[src/design/hltm_defines.vh]
// Purpose: constants of the hardware limit timer block (offsets, fields, resets, modes, timing)
// Assumes: byte addresses on a 32-bit Avalon-MM slave, one register per aligned word
// Notes:   included by bare name by every design file that needs it
`ifndef HLTM_DEFINES_VH
`define HLTM_DEFINES_VH

// register byte offsets
`define HLTM_OFS_CTRL        5'h00
`define HLTM_OFS_MODE        5'h04
`define HLTM_OFS_COUNT       5'h08
`define HLTM_OFS_PERIOD      5'h0C
`define HLTM_OFS_CLKSEL      5'h10
`define HLTM_OFS_STATUS      5'h14

// field positions
`define HLTM_CTRL_RUN_BIT    7
`define HLTM_CTRL_POST_MSB   3
`define HLTM_MODE_PRESCALER_SYNC_SELECT_BIT  7
`define HLTM_MODE_MSB        3
`define HLTM_MODE_ONESHOT    3
`define HLTM_CLKSEL_MSB      2

// reset values
`define HLTM_RST_COUNT       8'h00
`define HLTM_RST_PERIOD      8'hFF
`define HLTM_RST_MODE        4'h0
`define HLTM_RST_POST        4'h0
`define HLTM_RST_CLKSEL      3'h0

// control mode codes
`define HLTM_M_SW_GATE       4'h0
`define HLTM_M_GATE_HI_STOP  4'h1
`define HLTM_M_GATE_LO_STOP  4'h2
`define HLTM_M_LIM_ANY       4'h3
`define HLTM_M_LIM_RISE      4'h4
`define HLTM_M_LIM_FALL      4'h5
`define HLTM_M_LIM_LVL_LO    4'h6
`define HLTM_M_LIM_LVL_HI    4'h7
`define HLTM_M_OS_SW         4'h8
`define HLTM_M_OS_RISE       4'h9
`define HLTM_M_OS_FALL       4'hA
`define HLTM_M_OS_ANY        4'hB
`define HLTM_M_OSL_RISE      4'hC
`define HLTM_M_OSL_FALL      4'hD
`define HLTM_M_OSV_HI        4'hE
`define HLTM_M_OSV_LO        4'hF

// edge kinds for the edge selector
`define HLTM_EDGE_ANY        2'h0
`define HLTM_EDGE_RISE       2'h1
`define HLTM_EDGE_FALL       2'h2

// timer clock source codes that are internal oscillators
`define HLTM_CS_HFOSC        3'h2
`define HLTM_CS_LFOSC        3'h3
`define HLTM_CS_MFOSC        3'h5

// timing counts, in timer clock ticks
`define HLTM_RESTART_TICKS   2'h2

`endif

[src/design/hltm_sync2.v]
// Purpose: two flip-flop level synchroniser for signals from outside the clock domain
// Assumes: inputs are levels that stay at least two clk periods
// Notes:   the first stage feeds only the second stage
`timescale 1ns/100ps
module hltm_sync2 #(
    parameter WIDTH = 1
) (
    input  wire             clk,
    input  wire             rst_n,
    input  wire [WIDTH-1:0] async_in,
    output wire [WIDTH-1:0] sync_out
);
    reg [WIDTH-1:0] meta_q;
    reg [WIDTH-1:0] sync_q;

    // plain double register, cleared by reset
    always @(posedge clk or negedge rst_n) begin
        if (!rst_n) begin
            meta_q <= {WIDTH{1'b0}};
            sync_q <= {WIDTH{1'b0}};
        end else begin
            meta_q <= async_in;
            sync_q <= meta_q;
        end
    end

    assign sync_out = sync_q;
endmodule // hltm_sync2

[src/design/hltm_timer.v]
// Purpose: 8-bit period timer with hardware limit modes, reached over Avalon-MM
// Assumes: timer_clock, ext_reset_input and sleep_active are asynchronous pins;
//          timer clock high and low phases each last at least two clk periods
// Notes:   one timer clock rising edge is one timer tick; everything counts ticks
//
// Summary of operation
// - software gate: run bit set counts, clear holds
// - count equal period clears on next tick
// - mode 0001: external high suspends counting
// - mode 0010: external low suspends counting
// - modes 0011/0100/0101: selected edge clears count
// - modes 0110/0111: count held at selected level
// - run bit clear ignores external signal
// - mode 1000: match clears count and run
// - modes 1001-1011: selected edge starts one shot
// - halted edge one-shot needs new edge
// - modes 1100/1101: first edge starts, later reset
// - after edge reset, restart two ticks later
// - edges before run set ignored; match stops
// - modes 1110/1111: level holds, release starts
// - level one-shot: match stops, rerun needs edge
// - run takes two ticks sync, external one tick
// - prescaler_sync_select set: frozen during sleep, values kept
// - prescaler_sync_select clear: counts in sleep with clock
// - internal oscillator source kept running in sleep
// - mode top bit selects one-shot behaviour
// - match pulse lasts one timer clock period
// - reset: count zero, period all ones
`timescale 1ns/100ps
`include "hltm_defines.vh"
module hltm_timer (
    input  wire        clk,
    input  wire        nrst,
    input  wire [4:0]  address,
    input  wire        read,
    input  wire        write,
    input  wire [31:0] writedata,
    input  wire [3:0]  byteenable,
    output wire [31:0] readdata,
    output wire        waitrequest,
    input  wire        timer_clock,
    input  wire        ext_reset_input,
    input  wire        sleep_active,
    output wire [7:0]  timer_count,
    output wire        period_match_pulse,
    output wire        osc_keep_running
);

    // edge selector shared by every edge-driven mode
    function edge_hit;
        input [1:0] kind;
        input       rise;
        input       fall;
        begin
            case (kind)
                `HLTM_EDGE_RISE: edge_hit = rise;
                `HLTM_EDGE_FALL: edge_hit = fall;
                default:         edge_hit = rise | fall;
            endcase
        end
    endfunction

    // internal oscillator sources, used for the sleep keep-alive request
    function is_int_osc;
        input [2:0] sel;
        begin
            is_int_osc = (sel == `HLTM_CS_HFOSC) || (sel == `HLTM_CS_LFOSC) ||
                         (sel == `HLTM_CS_MFOSC);
        end
    endfunction

    reg         rst_s1_q;
    reg         rst_s2_q;
    wire        rst_n;
    wire [2:0]  pins_s;
    reg         tclk_prev_q;
    wire        tick;
    wire        tick_en;
    wire        sleep_s;
    reg         run_q;
    reg         run_p1_q;
    reg         run_p2_q;
    wire        run_eff;
    reg         ers_a_q;
    reg         ers_b_q;
    wire        ers_rise;
    wire        ers_fall;
    reg  [7:0]  count_q;
    reg  [7:0]  count_d;
    reg  [7:0]  period_q;
    reg  [3:0]  mode_q;
    reg         prescaler_sync_select_q;
    reg  [3:0]  post_sel_q;
    reg  [3:0]  post_cnt_q;
    reg  [2:0]  clk_sel_q;
    reg         started_q;
    reg         started_d;
    reg  [1:0]  hold_q;
    reg  [1:0]  hold_d;
    reg         hw_stop;
    reg         match_evt;
    reg         pulse_q;
    reg         keep_osc_q;
    reg         wait_q;
    reg  [31:0] rdata_q;
    reg  [31:0] rdata_d;
    wire        access;
    wire        wr_en;
    wire        wr_ctrl;
    wire        wr_count;
    wire [7:0]  count_inc;

    // reset release through two flip-flops; the rest of the block uses rst_n
    always @(posedge clk or negedge nrst) begin
        if (!nrst) begin
            rst_s1_q <= 1'b0;
            rst_s2_q <= 1'b0;
        end else begin
            rst_s1_q <= 1'b1;
            rst_s2_q <= rst_s1_q;
        end
    end
    assign rst_n = rst_s2_q;

    // all three pins pass two flip-flops before any logic looks at them
    hltm_sync2 #(
        .WIDTH    (3)
    ) u_pin_sync (
        .clk      (clk),
        .rst_n    (rst_n),
        .async_in ({sleep_active, ext_reset_input, timer_clock}),
        .sync_out (pins_s)
    );

    assign sleep_s = pins_s[2];

    // a tick is a rising timer clock edge seen after synchronisation
    always @(posedge clk or negedge rst_n) begin
        if (!rst_n) begin
            tclk_prev_q <= 1'b0;
        end else begin
            tclk_prev_q <= pins_s[0];
        end
    end
    assign tick    = pins_s[0] & ~tclk_prev_q;
    // with prescaler sync selected the timer is frozen while asleep
    assign tick_en = tick & ~(sleep_s & prescaler_sync_select_q);

    // external signal sampled on ticks; edges compare two tick samples
    always @(posedge clk or negedge rst_n) begin
        if (!rst_n) begin
            ers_a_q <= 1'b0;
            ers_b_q <= 1'b0;
        end else if (tick_en) begin
            ers_a_q <= pins_s[1];
            ers_b_q <= ers_a_q;
        end
    end
    assign ers_rise = ers_a_q & ~ers_b_q;
    assign ers_fall = ~ers_a_q & ers_b_q;

    // bus decode: a request is taken in the cycle where waitrequest is low
    assign access   = (read | write) & ~wait_q;
    assign wr_en    = write & ~wait_q & byteenable[0];
    assign wr_ctrl  = wr_en & (address == `HLTM_OFS_CTRL);
    assign wr_count = wr_en & (address == `HLTM_OFS_COUNT);
    assign count_inc = count_q + 8'h01;

    // tick-level sequencing of the count for all sixteen modes
    always @* begin
        count_d   = count_q;
        started_d = started_q;
        hold_d    = hold_q;
        hw_stop   = 1'b0;
        match_evt = 1'b0;
        if (tick_en) begin
            if (!run_eff) begin
                // stopped: count holds, external signal is ignored, triggers rearm
                started_d = 1'b0;
                hold_d    = 2'h0;
            end else if (count_q == period_q) begin
                count_d   = `HLTM_RST_COUNT;
                match_evt = 1'b1;
                if (mode_q[`HLTM_MODE_ONESHOT]) begin
                    hw_stop   = 1'b1;
                    started_d = 1'b0;
                end
            end else begin
                case (mode_q)
                    `HLTM_M_GATE_HI_STOP: begin
                        if (!ers_a_q) count_d = count_inc;
                    end
                    `HLTM_M_GATE_LO_STOP: begin
                        if (ers_a_q) count_d = count_inc;
                    end
                    `HLTM_M_LIM_ANY, `HLTM_M_LIM_RISE, `HLTM_M_LIM_FALL: begin
                        if (edge_hit(mode_q[1:0] - 2'h3, ers_rise, ers_fall))
                            count_d = `HLTM_RST_COUNT;
                        else
                            count_d = count_inc;
                    end
                    `HLTM_M_LIM_LVL_LO: begin
                        count_d = ers_a_q ? count_inc : `HLTM_RST_COUNT;
                    end
                    `HLTM_M_LIM_LVL_HI: begin
                        count_d = ers_a_q ? `HLTM_RST_COUNT : count_inc;
                    end
                    `HLTM_M_OS_RISE, `HLTM_M_OS_FALL, `HLTM_M_OS_ANY: begin
                        // 1001 rise, 1010 fall, 1011 either: low bits map onto kinds
                        if (started_q)
                            count_d = count_inc;
                        else if (edge_hit(mode_q[1:0] == 2'h3 ? `HLTM_EDGE_ANY : mode_q[1:0],
                                          ers_rise, ers_fall))
                            started_d = 1'b1;
                    end
                    `HLTM_M_OSL_RISE, `HLTM_M_OSL_FALL: begin
                        if (!started_q) begin
                            if (edge_hit(mode_q[0] ? `HLTM_EDGE_FALL : `HLTM_EDGE_RISE, ers_rise, ers_fall))
                                started_d = 1'b1;
                        end else if (edge_hit(mode_q[0] ? `HLTM_EDGE_FALL : `HLTM_EDGE_RISE,
                                              ers_rise, ers_fall)) begin
                            count_d = `HLTM_RST_COUNT;
                            hold_d  = `HLTM_RESTART_TICKS - 2'h1;
                        end else if (hold_q != 2'h0) begin
                            hold_d  = hold_q - 2'h1;
                        end else begin
                            count_d = count_inc;
                        end
                    end
                    `HLTM_M_OSV_HI, `HLTM_M_OSV_LO: begin
                        // reset level is high for 1110, low for 1111
                        if (ers_a_q ^ mode_q[0])
                            count_d = `HLTM_RST_COUNT;
                        else if (started_q)
                            count_d = count_inc;
                        else if ((ers_b_q ^ mode_q[0]) || (count_q != `HLTM_RST_COUNT))
                            started_d = 1'b1;
                    end
                    `HLTM_M_OS_SW: begin
                        count_d = count_inc;
                    end
                    default: begin
                        count_d = count_inc;
                    end
                endcase
            end
        end
    end

    // timer state; a bus write of the count takes priority over the tick
    always @(posedge clk or negedge rst_n) begin
        if (!rst_n) begin
            count_q   <= `HLTM_RST_COUNT;
            started_q <= 1'b0;
            hold_q    <= 2'h0;
        end else begin
            count_q   <= wr_count ? writedata[7:0] : count_d;
            started_q <= started_d;
            hold_q    <= hold_d;
        end
    end

    // run bit: software sets or clears; hardware clears it on a one-shot match.
    // a software write in the same cycle wins so a fresh start is never lost
    always @(posedge clk or negedge rst_n) begin
        if (!rst_n) begin
            run_q <= 1'b0;
        end else if (wr_ctrl) begin
            run_q <= writedata[`HLTM_CTRL_RUN_BIT];
        end else if (hw_stop) begin
            run_q <= 1'b0;
        end
    end

    // run bit reaches the counter only after two timer ticks
    always @(posedge clk or negedge rst_n) begin
        if (!rst_n) begin
            run_p1_q <= 1'b0;
            run_p2_q <= 1'b0;
        end else if (hw_stop) begin
            run_p1_q <= 1'b0;
            run_p2_q <= 1'b0;
        end else if (tick_en) begin
            run_p1_q <= run_q;
            run_p2_q <= run_p1_q;
        end
    end
    assign run_eff = run_p2_q;

    // postscaler counts matches; cleared by count or control writes
    always @(posedge clk or negedge rst_n) begin
        if (!rst_n) begin
            post_cnt_q <= `HLTM_RST_POST;
        end else if (wr_ctrl || wr_count) begin
            post_cnt_q <= `HLTM_RST_POST;
        end else if (match_evt) begin
            post_cnt_q <= (post_cnt_q == post_sel_q) ? `HLTM_RST_POST : post_cnt_q + 4'h1;
        end
    end

    // pulse is refreshed every tick, so it stands exactly one timer clock period
    always @(posedge clk or negedge rst_n) begin
        if (!rst_n) begin
            pulse_q <= 1'b0;
        end else if (tick_en) begin
            pulse_q <= match_evt && (post_cnt_q == post_sel_q);
        end
    end

    // ask the clock unit to keep an internal oscillator alive while asleep
    always @(posedge clk or negedge rst_n) begin
        if (!rst_n) begin
            keep_osc_q <= 1'b0;
        end else begin
            keep_osc_q <= sleep_s & is_int_osc(clk_sel_q);
        end
    end

    // software-written configuration
    always @(posedge clk or negedge rst_n) begin
        if (!rst_n) begin
            period_q   <= `HLTM_RST_PERIOD;
            mode_q     <= `HLTM_RST_MODE;
            prescaler_sync_select_q    <= 1'b0;
            post_sel_q <= `HLTM_RST_POST;
            clk_sel_q  <= `HLTM_RST_CLKSEL;
        end else if (wr_en) begin
            case (address)
                `HLTM_OFS_CTRL: begin
                    post_sel_q <= writedata[`HLTM_CTRL_POST_MSB:0];
                end
                `HLTM_OFS_MODE: begin
                    mode_q  <= writedata[`HLTM_MODE_MSB:0];
                    prescaler_sync_select_q <= writedata[`HLTM_MODE_PRESCALER_SYNC_SELECT_BIT];
                end
                `HLTM_OFS_PERIOD: begin
                    period_q <= writedata[7:0];
                end
                `HLTM_OFS_CLKSEL: begin
                    clk_sel_q <= writedata[`HLTM_CLKSEL_MSB:0];
                end
                default: begin
                    clk_sel_q <= clk_sel_q;
                end
            endcase
        end
    end

    // read mux; unmapped addresses read as zero
    always @* begin
        rdata_d = 32'h00000000;
        case (address)
            `HLTM_OFS_CTRL:   rdata_d = {24'h000000, run_q, 3'h0, post_sel_q};
            `HLTM_OFS_MODE:   rdata_d = {24'h000000, prescaler_sync_select_q, 3'h0, mode_q};
            `HLTM_OFS_COUNT:  rdata_d = {24'h000000, count_q};
            `HLTM_OFS_PERIOD: rdata_d = {24'h000000, period_q};
            `HLTM_OFS_CLKSEL: rdata_d = {29'h00000000, clk_sel_q};
            `HLTM_OFS_STATUS: rdata_d = {28'h0000000, sleep_s, ers_a_q, started_q, run_eff};
            default:          rdata_d = 32'h00000000;
        endcase
    end

    // one wait state: waitrequest drops for the cycle after a request is seen
    always @(posedge clk or negedge rst_n) begin
        if (!rst_n) begin
            wait_q  <= 1'b1;
            rdata_q <= 32'h00000000;
        end else begin
            wait_q <= ~((read | write) & wait_q);
            if (read & wait_q)
                rdata_q <= rdata_d;
        end
    end

    assign readdata           = rdata_q;
    assign waitrequest        = wait_q;
    assign timer_count        = count_q;
    assign period_match_pulse = pulse_q;
    assign osc_keep_running   = keep_osc_q;
    // access is the accepted-request strobe, kept for clarity of the decode
    wire unused_access = access;
endmodule // hltm_timer

[config.mk]
export PLATFORM = sky130hd
export DESIGN_NAME = hltm_timer
export DESIGN_NICKNAME = d
export VERILOG_FILES = /design/src/design/hltm_sync2.v /design/src/design/hltm_timer.v
export VERILOG_INCLUDE_DIRS = /design/src /design/src/design
export SDC_FILE = /design/constraint.sdc
export NUM_CORES = 1
export LEC_CHECK = 0
export BUFFER_PORTS_ARGS = -buffer_cell sky130_fd_sc_hd__buf_2
export CORE_UTILIZATION = 40
export DETAILED_ROUTE_END_ITERATION = 6
export PLACE_DENSITY = 0.65
export SETUP_SLACK_MARGIN = 0.02
export SLEW_MARGIN = 20
export SYNTH_ARGS = -nofsm -noshare
export SYNTH_HDL_FRONTEND = slang
export SYNTH_SLANG_ARGS = --single-unit
[constraint.sdc]
create_clock -name clk -period 2.4 [get_ports clk]
set_clock_uncertainty 0.2 [all_clocks]
set_input_delay 0 -clock clk [delete_from_list [all_inputs] [get_ports clk]]
set_output_delay 0 -clock clk [all_outputs]
set_load 0.05 [all_outputs]
Word level (Yosys, flattened, before mapping)
Cells that the tools add are included.
{"block": "word_totals", "ff_bits": 84, "wordCells": 188, "output_inout_bits": 43}
{"block": "op_classes", "eq_ne": 42, "bitwise_logic": 22, "add_sub_neg": 4, "n_reduce_logical": 24, "n_mux": 73}
{"cell": "8-bit 2-to-1 mux", "count": 14}
{"cell": "8-bit case mux with 8 select lines", "count": 1}
{"cell": "8-bit case mux with 6 select lines", "count": 1}
{"cell": "1-bit 2-to-1 mux", "count": 42}
{"cell": "4-bit equality test (second input constant)", "count": 7}
{"cell": "4-bit by 3-bit equality test with 1-bit output (second input constant)", "count": 4}
{"cell": "2-bit 2-to-1 mux", "count": 8}
{"cell": "4-bit inequality test (second input constant)", "count": 4}
{"cell": "1-bit bitwise AND", "count": 12}
{"cell": "4-bit 2-to-1 mux", "count": 3}
{"cell": "2-bit nonzero test", "count": 6}
{"cell": "5-bit by 4-bit equality test with 1-bit output (second input constant)", "count": 2}
{"cell": "5-bit equality test (second input constant)", "count": 2}
{"cell": "8-bit by 1-bit adder with 8-bit output (second input constant)", "count": 1}
{"cell": "2-bit equality test (second input constant)", "count": 4}
{"cell": "4-bit by 2-bit equality test with 1-bit output (second input constant)", "count": 2}
{"cell": "8-bit equality test", "count": 1}
{"cell": "2-bit AND reduction", "count": 4}
{"cell": "8-bit nonzero test", "count": 1}
{"cell": "2-bit by 1-bit equality test with 1-bit output (second input constant)", "count": 3}
{"cell": "3-bit by 2-bit equality test with 1-bit output (second input constant)", "count": 2}
{"cell": "1-bit NOT", "count": 6}
{"cell": "1-bit case mux with 2 select lines", "count": 3}
{"cell": "6-bit AND reduction", "count": 1}
{"cell": "23 further kinds", "count": 31}

Longest topological paths before layout
Gate-level depths: netlist of run 1.
{"block": "logic_depth", "ltp_word": 16, "depth_mapped": 9}

Hierarchy
From an unflattened synthesis of run 1, not the netlist that was laid out.
{"block": "unflattened", "cells_unflattened": 376, "hier_area_um2": 3661.0}
{"mod": "hltm_timer", "area_per_inst_um2": 3510.9, "cells_each": 370, "n_inst": 1}
{"mod": "hltm_sync2", "area_per_inst_um2": 150.1, "cells_each": 6, "n_inst": 1}

Least setup slack after synthesis of run 1
No wires, ideal clock.
{"block": "synth_timing", "kind": "register to register", "from": "reg count_q[4] (netlist: timer_count[4])", "to": "reg post_cnt_q[0]", "n_path_buf": 2, "path_stages_with_launch": 8, "required_time_ps": 2127, "arrival_time_ps": 2181, "setup_time_ps": 73, "path_slack_ps": -54, "path_cell_list": "dfrtp_1 buf_6 xnor2_2 nand4_2 or4_4 buf_6 or3b_1 a21oi_2"}
{"block": "synth_via", "elab_chain_cells": 5}
{"element": "start: declaration", "line": "hltm_timer.v:88", "text": "reg [7:0] count_q;"}
{"element": "start signal: assignment", "line": "hltm_timer.v:253", "text": "count_q <= `HLTM_RST_COUNT;"}
{"element": "start signal: assignment", "line": "hltm_timer.v:257", "text": "count_q <= wr_count ? writedata[7:0] : count_d;"}
{"element": "8-bit equality test", "line": "hltm_timer.v:181", "text": "end else if (count_q == period_q) begin"}
{"element": "1-bit 2-to-1 mux", "line": "hltm_timer.v:181"}
{"element": "1-bit 2-to-1 mux", "line": "hltm_timer.v:177", "text": "if (!run_eff) begin"}
{"element": "1-bit 2-to-1 mux", "line": "hltm_timer.v:176", "text": "if (tick_en) begin"}
{"element": "2-bit nonzero test (no line)"}
{"element": "end signal: assignment", "line": "hltm_timer.v:293", "text": "post_cnt_q <= `HLTM_RST_POST;"}
{"element": "end signal: assignment", "line": "hltm_timer.v:295", "text": "post_cnt_q <= `HLTM_RST_POST;"}
{"element": "end signal: assignment", "line": "hltm_timer.v:297", "text": "post_cnt_q <= (post_cnt_q == post_sel_q) ? `HLTM_RST_POST : post_cnt_q + 4'h1;"}
{"element": "end: declaration", "line": "hltm_timer.v:94", "text": "reg [3:0] post_cnt_q;"}
No other way between the ends.
A chain may end at the register's enable or synchronous reset.

Final worst setup path of run 1
{"block": "layout_timing", "from": "reg period_q[6]", "to": "reg run_p2_q (netlist: run_eff)"}
{"block": "layout_via", "elab_chain_cells": 5}
{"element": "start: declaration", "line": "hltm_timer.v:90", "text": "reg [7:0] period_q;"}
{"element": "start signal: assignment", "line": "hltm_timer.v:322", "text": "period_q <= `HLTM_RST_PERIOD;"}
{"element": "start signal: assignment", "line": "hltm_timer.v:337", "text": "period_q <= writedata[7:0];"}
{"element": "8-bit equality test (*)", "line": "hltm_timer.v:181"}
{"element": "1-bit 2-to-1 mux (*)", "line": "hltm_timer.v:181"}
{"element": "1-bit 2-to-1 mux (*)", "line": "hltm_timer.v:177"}
{"element": "1-bit 2-to-1 mux (*)", "line": "hltm_timer.v:176"}
{"element": "1-bit 2-to-1 mux or 2-bit nonzero test (tied branches)"}
{"element": "end signal: assignment", "line": "hltm_timer.v:285", "text": "run_p2_q <= run_p1_q;"}
{"element": "end: declaration", "line": "hltm_timer.v:82", "text": "reg run_p2_q;"}
Mark *: on every way between the ends. The rest lies on a longest branch, timed or not.

==> impl_table.tex, run 1 <==
\begin{tabular}{lr}
\hline
Metric & Value \\
\hline
\multicolumn{2}{l}{\textbf{STA}} \\
Crit share post-route & 97.78\% \\
Setup total negative slack & 0 ns \\
Max Slew Vio Count & 0 \\
Final critical delay including setup and external delays & 2.347 ns \\
Worst hold slack & 0.04216 ns \\
Final setup violating endpoints & 0 \\
Worst slew slack as a fraction of its limit & 63.85\% \\
Worst-margin pin slew & 0.5402 ns \\
Final hold vios & 0 \\
F\_max & 426.1 MHz \\
RSZ-0062 raised after global routing & true \\
\multicolumn{2}{l}{\textbf{Yosys}} \\
Post-synthesis async set-or-reset flop share & 100.0\% \\
Fraction of synthesized cell area taken by the top area cell type & 33.44\% \\
Largest area contributor in the synthesized netlist & sky130\_fd\_sc\_hd\_\_dfrtp\_1 \\
Per-instance average area after synthesis & 9.661 µm² \\
Combined area of all synthesized cells & 0.003816 mm² \\
Cell with the most instances after synthesis & sky130\_fd\_sc\_hd\_\_dfrtp\_1 \\
Number of flip-flops and latches in the synthesized netlist & 60 \\
Distinct cells, synth & 60 \\
Most used flip-flop cell after synthesis & sky130\_fd\_sc\_hd\_\_dfrtp\_1 \\
Post-synth top cells & sky130\_fd\_sc\_hd\_\_dfrtp\_1, sky130\_fd\_sc\_hd\_\_nand2\_1, sky130\_fd\_sc\_hd\_\_buf\_4, sky130\_fd\_sc\_hd\_\_o21ai\_0, sky130\_fd\_sc\_hd\_\_mux2\_2 \\
Count of synthesis-stage warnings from yosys & 0 \\
Post-Syn Instances & 395 \\
Sequential cell area fraction in the yosys report & 39.64\% \\
Number of flops mapped to enable cells by yosys & 0 \\
Cell types occupying the most area after synthesis & sky130\_fd\_sc\_hd\_\_dfrtp\_1, sky130\_fd\_sc\_hd\_\_mux2\_2, sky130\_fd\_sc\_hd\_\_dfstp\_2 \\
\multicolumn{2}{l}{\textbf{Routing}} \\
Iteration-0 DRC Markers & 234 \\
DR vias & 3280 \\
Wire length reported by the detailed router & 9472 µm \\
First drt pass iteration count & 5 \\
Count of unresolved DRC violations after routing & 0 \\
Number of nets with antenna violations after routing & 0 \\
Number of vias per cell & 5.458 \\
Wire per inst & 15.76 µm \\
\multicolumn{2}{l}{\textbf{Layout}} \\
Number of filler instances in the final layout & 884 \\
Final cell count without fillers & 601 \\
Share of final-layout standard cells stronger than drive strength 1 & 28.18\% \\
Area taken by multi-input logic gates & 0.002066 mm² \\
Synth-to-layout area growth & 20.89\% \\
Net count of the finished layout & 528 \\
Antenna diode count & 0 \\
Final instance area & 0.004613 mm² \\
Total area of sequential cells & 0.001521 mm² \\
\multicolumn{2}{l}{\textbf{Placement}} \\
Number of port buffers & 39 \\
Weighted congestion at the end of routability-driven global placement & 0.8507 \\
Post-placement cell area & 0.004156 mm² \\
Post-DP HPWL & 6698 µm \\
Number of placed cells counting well taps & 565 \\
\multicolumn{2}{l}{\textbf{Clocking}} \\
Reg clk slew, reported paths & 0.07 ns \\
Clk buf depth & 2 \\
Source-to-sink clock delay at the later pin of the worst-skew pair & 0.34 ns \\
CTS H-tree depth & 3 \\
Count of clock tree sinks & 60 \\
Clock tree from TritonCTS & done \\
Cell chosen for the clock root & sky130\_fd\_sc\_hd\_\_clkbuf\_8 \\
Number of buffers added for setup after CTS & 0 \\
Num CTS Buffers & 9 \\
\multicolumn{2}{l}{\textbf{Die}} \\
Count of pins on the block boundary & 91 \\
Area of the core & 0.009240 mm² \\
Initial cell density of the core & 41.30\% \\
Horizontal die dimension & 99.68 µm \\
DIE HEIGHT & 99.68 µm \\
Placement Rows & 35 \\
Area enclosed by the die boundary & 0.009935 mm² \\
\multicolumn{2}{l}{\textbf{GRT}} \\
First-pass GRT wire length & 15640 µm \\
Maximum number of pins on one net before global-route repair & 59 \\
Vias in the first global route & 3159 \\
Global Route Usage Sum & 20.11\% \\
Number of antenna violations at the first check in global routing & 0 \\
Total gr overflow & 0 \\
\multicolumn{2}{l}{\textbf{Setup path}} \\
Worst Reg2Reg Path Length in Cells & 6 \\
Required time of the worst setup path & 2.43 ns \\
Flop-to-flop setup slack & 0.05 ns \\
Crit path kind & reg -> reg \\
Arrival time at the worst endpoint & 2.38 ns \\
Worst setup SP type & register \\
Termination of the worst setup path & run\_eff \\
Element type at the critical path end & register \\
Largest fanout of any net on the critical path & 6 \\
Crit. Startpoint & period\_q[6] \\
Startpoint of the worst-slack reg-to-reg timing path & period\_q[6] \\
Worst r2r dst & run\_eff \\
\multicolumn{2}{l}{\textbf{Hold path}} \\
Hold/Removal Path Class & in -> reg \\
\multicolumn{2}{l}{\textbf{Power and ir drop}} \\
Pleak & 2.023 nW \\
P per Cell Area & 757.2 mW/mm² \\
Maximum resistive drop on vdd & 414.2 µV \\
\multicolumn{2}{l}{\textbf{Run}} \\
Max-cap viol count & 0 \\
\multicolumn{2}{l}{\textbf{Status}} \\
Run status & complete, no violations \\
\hline
\end{tabular}
critical path, stage by stage (launching register included):
cell and delay [ns]:
sky130_fd_sc_hd__dfstp_2 0.55, sky130_fd_sc_hd__xnor2_1 0.15, sky130_fd_sc_hd__nand4_1 0.25, sky130_fd_sc_hd__buf_4 0.22
sky130_fd_sc_hd__nor2_1 0.42, sky130_fd_sc_hd__nand3_1 0.18, sky130_fd_sc_hd__a31o_2 0.27
final cells by class:
class | count | area share, %
clock inverters | 4 | 1.573
multi-input cells | 298 | 44.78
clock buffers | 12 | 3.363
repair buffers | 81 | 12.42
inverters | 17 | 1.383
well taps | 129 | 3.499
flip-flops and latches | 60 | 32.98
per-stage QoR:
stage	utilization (%)	worst slack [ns]	power, mW
final	49.93	0.05340	3.493
after global routing	49.93	-0.01130	3.680
after CTS	49.61	0.04373	3.495
after detailed placement	44.98	0.05784	2.395
after global placement	44.98	0.08997	2.373
after floorplan	-	0.02127	2.089
layout by cell type, fill, tap and decap left out, types with 12 or more instances in the layout:
cell type                       instances
sky130_fd_sc_hd__inv_1                 17
sky130_fd_sc_hd__ha_1                  12
sky130_fd_sc_hd__nor2_1                15
sky130_fd_sc_hd__conb_1                25
sky130_fd_sc_hd__buf_4                 21
sky130_fd_sc_hd__buf_2                 39
sky130_fd_sc_hd__dlygate4sd3_1         20
sky130_fd_sc_hd__mux2_2                23
sky130_fd_sc_hd__o21ai_0               23
sky130_fd_sc_hd__nand2_1               38
sky130_fd_sc_hd__dfrtp_1               44
power by group:
group	total (mW)	switching [mW]	internal (mW)	leakage [nW]
logic	1.16	0.715	0.443	1.16
clock network	1.06	0.417	0.640	0.113
registers	1.28	0.142	1.14	0.750
kinds of logic after synthesis:
logic type	Yosys count	synth area share, %
simple gates	115	15.80
buf+inv	60	9.180
flops	60	39.64
xor+xnor	15	4.033
other cells	2	0.1968
mux	32	9.148
compound gates	98	17.74
fa+ha+maj	13	4.262
flip-flops by register name, indices dropped and copies added, names as in the netlist, 2 cells and up:
signal / count
timer_count: 8
post_cnt_q: 4
u_pin_sync.sync_out: 3
hold_q: 2
readdata: 8
mode_q: 4
u_pin_sync.meta_q: 3
post_sel_q: 4
clk_sel_q: 3
period_q: 8
worst min path at each step:
stage,startpoint,to,slack (ns),cells after the start
2_1_floorplan,nrst,rst_n,-0.50,0
3_3_place_gp,nrst,rst_s1_q,-0.42,1
3_5_place_dp,nrst,rst_s1_q,-0.41,1
4_1_cts,address[2],readdata[0],0.03,4
5_1_grt,address[2],readdata[0],0.07,4
6_report,address[2],readdata[0],0.04,4
layer usage:
metal | vias to the layer above | routed length [µm] | share of wire [%] | GRT usage [%]
met2 | 107 | 4613 | 49 | 33.10
met1 | 1612 | 4272 | 45 | 26.48
met3 | 18 | 438 | 4.6 | 4.779
met4 | 0 | 148 | 1.6 | 5.430
li1 | 1543 | - | - | -
met5 | - | 0 | 0 | 0
timing repair:
action                                  CTS  global route
gates resized for setup                   0             9
hold buffers                             20             0
endpoints found under the hold margin    41             0
endpoints found under the setup margin    0            10
(Power assumes the default switching activity.)
==> inputs of run 2 (changes only) <==
--- a/config.mk
+++ b/config.mk
@@ -8,6 +8,7 @@
 export LEC_CHECK = 0
 export BUFFER_PORTS_ARGS = -buffer_cell sky130_fd_sc_hd__buf_2
 export CORE_UTILIZATION = 40
+export CTS_BUF_LIST = sky130_fd_sc_hd__clkbuf_16
 export DETAILED_ROUTE_END_ITERATION = 6
 export PLACE_DENSITY = 0.65
 export SETUP_SLACK_MARGIN = 0.02
==> run 2 against run 1 <==
  * Die area did not move
  * Global-route usage is 0.38 points higher
  * Non-clock buffer count is the same
  * Final cell count did not move
  * Routed wire length up 1.0%
  * Setup slack better by 0.0065 ns
  * Maximum frequency increased by 0.28%
  * Largest cell class unchanged
  * Design area rose by 1.9%
==> impl_table.tex, run 2 (synthesis results as in run 1) <==
\begin{tabular}{lr}
\hline
Metric & Value \\
\hline
\multicolumn{2}{l}{\textbf{Layout}} \\
Share of final-layout standard cells stronger than drive strength 1 & 28.18\% \\
Leading cell type in the layout, fill and taps excluded & sky130\_fd\_sc\_hd\_\_dfrtp\_1 \\
Net count of the finished layout & 528 \\
Antenna diode count & 0 \\
Commonest non-fill, non-tap cells in the layout & sky130\_fd\_sc\_hd\_\_dfrtp\_1, sky130\_fd\_sc\_hd\_\_buf\_2, sky130\_fd\_sc\_hd\_\_nand2\_1 \\
Final instance area & 0.004700 mm² \\
Synth-to-layout area growth & 23.15\% \\
\multicolumn{2}{l}{\textbf{Clocking}} \\
Clock tree from TritonCTS & done \\
Num CTS Buffers & 9 \\
Source-to-sink clock delay at the later pin of the worst-skew pair & 0.33 ns \\
Reg clk slew, reported paths & 0.05 ns \\
Cell chosen for the clock root & sky130\_fd\_sc\_hd\_\_clkbuf\_16 \\
CTS H-tree depth & 3 \\
Clk buf depth & 2 \\
Count of clock tree sinks & 60 \\
\multicolumn{2}{l}{\textbf{Routing}} \\
DR vias & 3278 \\
Wire length reported by the detailed router & 9571 µm \\
Wire per inst & 15.93 µm \\
First drt pass iteration count & 5 \\
Iteration-0 DRC Markers & 214 \\
Number of nets with antenna violations after routing & 0 \\
Number of vias per cell & 5.454 \\
Count of unresolved DRC violations after routing & 0 \\
\multicolumn{2}{l}{\textbf{Placement}} \\
Weighted congestion at the end of routability-driven global placement & 0.8507 \\
Post-DP HPWL & 6698 µm \\
DP Worst Slack & 0.05784 ns \\
Number of port buffers & 39 \\
Post-placement cell area & 0.004156 mm² \\
\multicolumn{2}{l}{\textbf{STA}} \\
Final setup violating endpoints & 0 \\
Worst hold slack & 0.05559 ns \\
RSZ-0062 raised after global routing & true \\
Final critical delay including setup and external delays & 2.340 ns \\
F\_max & 427.3 MHz \\
Setup slack of the critical path after layout & 0.05990 ns \\
Crit share post-route & 97.50\% \\
Max Slew Vio Count & 0 \\
Final hold vios & 0 \\
\multicolumn{2}{l}{\textbf{Power and ir drop}} \\
Pleak & 2.061 nW \\
P per Cell Area & 808.0 mW/mm² \\
Total power & 3.797 mW \\
Maximum resistive drop on vdd & 469.7 µV \\
\multicolumn{2}{l}{\textbf{Setup path}} \\
Largest fanout of any net on the critical path & 11 \\
Element type at the critical path end & register \\
Worst setup SP type & register \\
Arrival time at the worst endpoint & 2.40 ns \\
Crit path kind & reg -> reg \\
Required time of the worst setup path & 2.46 ns \\
\multicolumn{2}{l}{\textbf{GRT}} \\
Most utilized layer in the global route result & met2 \\
GR Layer Usage met1 & 26.31\% \\
Vias in the first global route & 3225 \\
First-pass GRT wire length & 15840 µm \\
Total gr overflow & 0 \\
Met3 track demand over resource & 4.006\% \\
Global Route met2 Usage & 33.21\% \\
Global Route Usage Sum & 20.49\% \\
Maximum number of pins on one net before global-route repair & 59 \\
Number of antenna violations at the first check in global routing & 0 \\
\multicolumn{2}{l}{\textbf{Die}} \\
Placement Rows & 35 \\
Area of the core & 0.009240 mm² \\
Initial cell density of the core & 41.30\% \\
DIE HEIGHT & 99.68 µm \\
Area enclosed by the die boundary & 0.009935 mm² \\
Horizontal die dimension & 99.68 µm \\
Count of pins on the block boundary & 91 \\
\multicolumn{2}{l}{\textbf{Run}} \\
Max-cap viol count & 0 \\
\multicolumn{2}{l}{\textbf{Status}} \\
Run status & complete, no violations \\
\multicolumn{2}{l}{\textbf{Hold path}} \\
Hold/Removal Path Class & reg -> async \\
\hline
\end{tabular}
-- run 2: critical path: stages (launching register included) --
cell,delay [ns]
sky130_fd_sc_hd__dfstp_2,0.55
sky130_fd_sc_hd__xnor2_1,0.15
sky130_fd_sc_hd__nand4_1,0.26
sky130_fd_sc_hd__or4_4,0.58
sky130_fd_sc_hd__or3b_1,0.40
sky130_fd_sc_hd__a21oi_2,0.13
-- run 2: path summary, 6_finish.rpt --
path | startpoint | endpoint | slack, ns | cells after the start
min | rst_n | post_sel_q[1] | 0.06 | 1
min reg2reg | rst_n | post_sel_q[1] | 0.06 | 1
max in group asynchronous | nrst | rst_n | 1.56 | 3
max | period_q[6] | post_cnt_q[0] | 0.06 | 5
min in group clk | address[2] | readdata[0] | 0.06 | 4
max reg2reg | period_q[6] | post_cnt_q[0] | 0.06 | 5
-- run 2: area by class of cell --
type	instances	area (µm²)
clock buffer	9	225.2
multi-input combinational	298	2071
fill	868	4541
inverter	17	63.81
tap	129	161.4
clock inverter	7	83.83
sequential	60	1521
timing repair buffer	81	573.1
-- run 2: stage by stage --
step                      utilization (%)  instances   TNS, ns
final                               50.86        601         0
after global routing                50.86        601  -0.01913
after CTS                           50.49        601         0
after detailed placement            44.98        565         0
after global placement              44.98        565         0
after floorplan                         -        418         0
-- run 2: metal layers --
layer,wire length [µm],share of wire (%)
met3,487,5.1
met5,0,0
met2,4643,49
met4,261,2.7
met1,4179,44
-- run 2: repair_timing --
item | CTS | global route
setup buffers | 0 | 0
endpoints found under the hold margin | 41 | 0
setup endpoints to repair | 0 | 12
hold buffers | 20 | 0
gates resized for setup | 0 | 11
-- run 2: where the power goes --
group          internal [mW]  switching [mW]
registers               1.14           0.145
logic                  0.445           0.718
clock network          0.895           0.457
==> inputs of run 3 (changes only) <==
--- a/config.mk
+++ b/config.mk
@@ -10,9 +10,10 @@
 export CORE_UTILIZATION = 40
 export CTS_BUF_LIST = sky130_fd_sc_hd__clkbuf_16
 export DETAILED_ROUTE_END_ITERATION = 6
-export PLACE_DENSITY = 0.65
+export PLACE_DENSITY = 0.66
 export SETUP_SLACK_MARGIN = 0.02
 export SLEW_MARGIN = 20
 export SYNTH_ARGS = -nofsm -noshare
 export SYNTH_HDL_FRONTEND = slang
+export SYNTH_HIERARCHICAL = 1
 export SYNTH_SLANG_ARGS = --single-unit
==> run 3 against run 2 <==
  * The run now ends with DRC left
  * Register-to-register slack barely moved
  * Largest power group is now combinational cells
  * Largest cell class unchanged
  * Sequential power rose by 5%
  * Flip-flop and latch count did not move
==> impl_table.tex, run 3 <==
\begin{tabular}{lr}
\hline
Metric & Value \\
\hline
\multicolumn{2}{l}{\textbf{STA}} \\
Max Slew Vio Count & 0 \\
Crit share post-route & 97.37\% \\
Setup slack of the critical path after layout & 0.06320 ns \\
Worst hold slack & 0.08205 ns \\
F\_max & 427.9 MHz \\
RSZ-0062 raised after global routing & true \\
Worst-margin pin slew & 0.6686 ns \\
Worst slew slack as a fraction of its limit & 55.42\% \\
Final setup violating endpoints & 0 \\
Final critical delay including setup and external delays & 2.337 ns \\
Final hold vios & 0 \\
\multicolumn{2}{l}{\textbf{Placement}} \\
Number of port buffers & 39 \\
Post-placement cell area & 0.004170 mm² \\
Post-DP HPWL & 6783 µm \\
Weighted congestion at the end of routability-driven global placement & 0.8263 \\
DP Worst Slack & -0.04370 ns \\
\multicolumn{2}{l}{\textbf{Routing}} \\
Count of unresolved DRC violations after routing & 18 \\
Wire length reported by the detailed router & 9635 µm \\
Number of vias per cell & 5.270 \\
DR vias & 3125 \\
Number of nets with antenna violations after routing & 0 \\
Wire per inst & 16.25 µm \\
First drt pass iteration count & 7 \\
Iteration-0 DRC Markers & 214 \\
\multicolumn{2}{l}{\textbf{Power and ir drop}} \\
Share of total power consumed by net switching & 37.08\% \\
Power share of the clock group & 29.4\% \\
Combinational share of power & 38.9\% \\
Maximum resistive drop on vdd & 435.3 µV \\
Sequential cell fraction of total power & 31.7\% \\
Pleak & 2.271 nW \\
Switching Power & 1.566 mW \\
Power Internal & 2.657 mW \\
P per Cell Area & 872.4 mW/mm² \\
\multicolumn{2}{l}{\textbf{Setup path}} \\
Largest fanout of any net on the critical path & 4 \\
Element type at the critical path end & register \\
Flop-to-flop setup slack & 0.06 ns \\
Worst setup SP type & register \\
Required time of the worst setup path & 2.45 ns \\
Crit path kind & reg -> reg \\
Arrival time at the worst endpoint & 2.39 ns \\
\multicolumn{2}{l}{\textbf{Die}} \\
Initial cell density of the core & 41.57\% \\
DIE HEIGHT & 97.67 µm \\
Area of the core & 0.008806 mm² \\
Placement Rows & 34 \\
Horizontal die dimension & 97.67 µm \\
Area enclosed by the die boundary & 0.009539 mm² \\
Count of pins on the block boundary & 91 \\
\multicolumn{2}{l}{\textbf{Yosys}} \\
Distinct cells, synth & 64 \\
Cell types occupying the most area after synthesis & sky130\_fd\_sc\_hd\_\_dfrtp\_1, sky130\_fd\_sc\_hd\_\_dfstp\_2, sky130\_fd\_sc\_hd\_\_mux2\_2 \\
Most used flip-flop cell after synthesis & sky130\_fd\_sc\_hd\_\_dfrtp\_1 \\
Post-synth top cells & sky130\_fd\_sc\_hd\_\_dfrtp\_1, sky130\_fd\_sc\_hd\_\_nand2\_1, sky130\_fd\_sc\_hd\_\_nor2\_1 \\
Combined area of all synthesized cells & 0.003661 mm² \\
Number of flip-flops and latches in the synthesized netlist & 60 \\
Largest area contributor in the synthesized netlist & sky130\_fd\_sc\_hd\_\_dfrtp\_1 \\
Fraction of synthesized cell area taken by the top area cell type & 34.86\% \\
Sequential cell area fraction in the yosys report & 41.32\% \\
Number of flops mapped to enable cells by yosys & 0 \\
Cell with the most instances after synthesis & sky130\_fd\_sc\_hd\_\_dfrtp\_1 \\
Post-Syn Instances & 376 \\
Post-synthesis async set-or-reset flop share & 100.0\% \\
Count of synthesis-stage warnings from yosys & 6 \\
Per-instance average area after synthesis & 9.737 µm² \\
\multicolumn{2}{l}{\textbf{Layout}} \\
Number of filler instances in the final layout & 763 \\
Net count of the finished layout & 541 \\
Commonest non-fill, non-tap cells in the layout & sky130\_fd\_sc\_hd\_\_buf\_4, sky130\_fd\_sc\_hd\_\_dfrtp\_1, sky130\_fd\_sc\_hd\_\_nand2\_1 \\
Leading cell type in the layout, fill and taps excluded & sky130\_fd\_sc\_hd\_\_buf\_4 \\
Total area of sequential cells & 0.001524 mm² \\
Area taken by multi-input logic gates & 0.002064 mm² \\
Share of final-layout standard cells stronger than drive strength 1 & 35.67\% \\
Synth-to-layout area growth & 32.23\% \\
Antenna diode count & 0 \\
Final instance area & 0.004841 mm² \\
\multicolumn{2}{l}{\textbf{Clocking}} \\
Cell chosen for the clock root & sky130\_fd\_sc\_hd\_\_clkbuf\_16 \\
CTS H-tree depth & 3 \\
Source-to-sink clock delay at the later pin of the worst-skew pair & 0.32 ns \\
Clock tree from TritonCTS & done \\
Count of clock tree sinks & 60 \\
Num CTS Buffers & 9 \\
Clk buf depth & 2 \\
Reg clk slew, reported paths & 0.05 ns \\
\multicolumn{2}{l}{\textbf{GRT}} \\
First-pass GRT wire length & 15440 µm \\
Number of antenna violations at the first check in global routing & 0 \\
Total gr overflow & 0 \\
Vias in the first global route & 3059 \\
Maximum number of pins on one net before global-route repair & 33 \\
Global Route Usage Sum & 20.82\% \\
\multicolumn{2}{l}{\textbf{Status}} \\
Violations in the final reports & DRC \\
Run status & finished, violations left \\
\multicolumn{2}{l}{\textbf{Hold path}} \\
Hold/Removal Path Class & in -> reg \\
\multicolumn{2}{l}{\textbf{Run}} \\
Max-cap viol count & 0 \\
\hline
\end{tabular}
run 3: cell families (layout without fill, tap and decap cells):
kind of cell | Yosys count | in the layout | synth area share [%]
buf+inv | 52 | 138 | 8.202
other cells | 2 | 25 | 0.2051
xor+xnor | 14 | 14 | 3.349
simple gates | 127 | 127 | 17.63
compound gates | 77 | 77 | 15.24
fa+ha+maj | 13 | 13 | 4.443
mux | 31 | 31 | 9.604
flops | 60 | 60 | 41.32
run 3: power groups by stage:
stage	sequential [mW]	combinational [mW]	clock [mW]
final	1.34	1.64	1.24
after global routing	1.36	1.76	1.31
after CTS	1.33	1.53	1.26
after detailed placement	1.35	1.48	0
after global placement	1.34	1.44	0
after floorplan	1.46	0.888	0
run 3: worst max-delay path, cell delays in order (launching register included):
cell and delay, ns:
sky130_fd_sc_hd__dfrtp_1 0.41, sky130_fd_sc_hd__inv_2 0.07, sky130_fd_sc_hd__ha_4 0.16, sky130_fd_sc_hd__mux2_4 0.29, sky130_fd_sc_hd__o21ai_4 0.14, sky130_fd_sc_hd__a2111oi_4 0.09, sky130_fd_sc_hd__buf_4 0.17, sky130_fd_sc_hd__buf_4 0.14
sky130_fd_sc_hd__a221oi_4 0.39, sky130_fd_sc_hd__a22oi_1 0.11, sky130_fd_sc_hd__nand2_1 0.09
run 3: per-layer routing:
metal  GRT usage (%)  wire length (µm)
met1           26.62              4323
met2           34.48              4745
met3           5.324               437
met4           6.410               129
met5               0                 0
run 3: what timing repair did:
item                                    CTS  global route
endpoints found under the hold margin    42             0
cloned                                    0             0
resized for setup                         2            26
endpoints found under the setup margin    5             9
hold buffers                             19             0
buffers inserted                          1             8
pin swaps                                 1            12
run 3: final timing paths:
| path | start | end | cells past startpoint |
|---|---|---|---|
| max | ers_b_q | timer_count[6] | 10 |
| min | byteenable[0] | post_cnt_q[0] | 5 |
| max reg2reg | ers_b_q | timer_count[6] | 10 |
| min reg2reg | rst_n | hold_q[0] | 0 |
| max in group asynchronous | rst_n | period_q[3] | 1 |
| min in group asynchronous | rst_n | hold_q[0] | 0 |
run 3: final cells by class:
class,instances,share of cell area [%]
Clock buffer,9,4.652
Clock inverter,7,1.215
Inverter,13,1.008
Multi-Input combinational cell,287,42.65
Sequential cell,60,31.48
Tap cell,108,2.791
Timing Repair Buffer,109,16.21
run 3: metrics by stage:
| stage | power, mW | utilization [%] | TNS, ns | cells |
|---|---|---|---|---|
| after floorplan | 2.347 | - | 0 | 399 |
| after global placement | 2.780 | 47.36 | -0.01670 | 549 |
| after detailed placement | 2.822 | 47.36 | -0.04370 | 549 |
| after CTS | 4.120 | 52.93 | 0 | 585 |
| after global routing | 4.432 | 54.97 | -0.1004 | 593 |
| final | 4.223 | 54.97 | 0 | 593 |
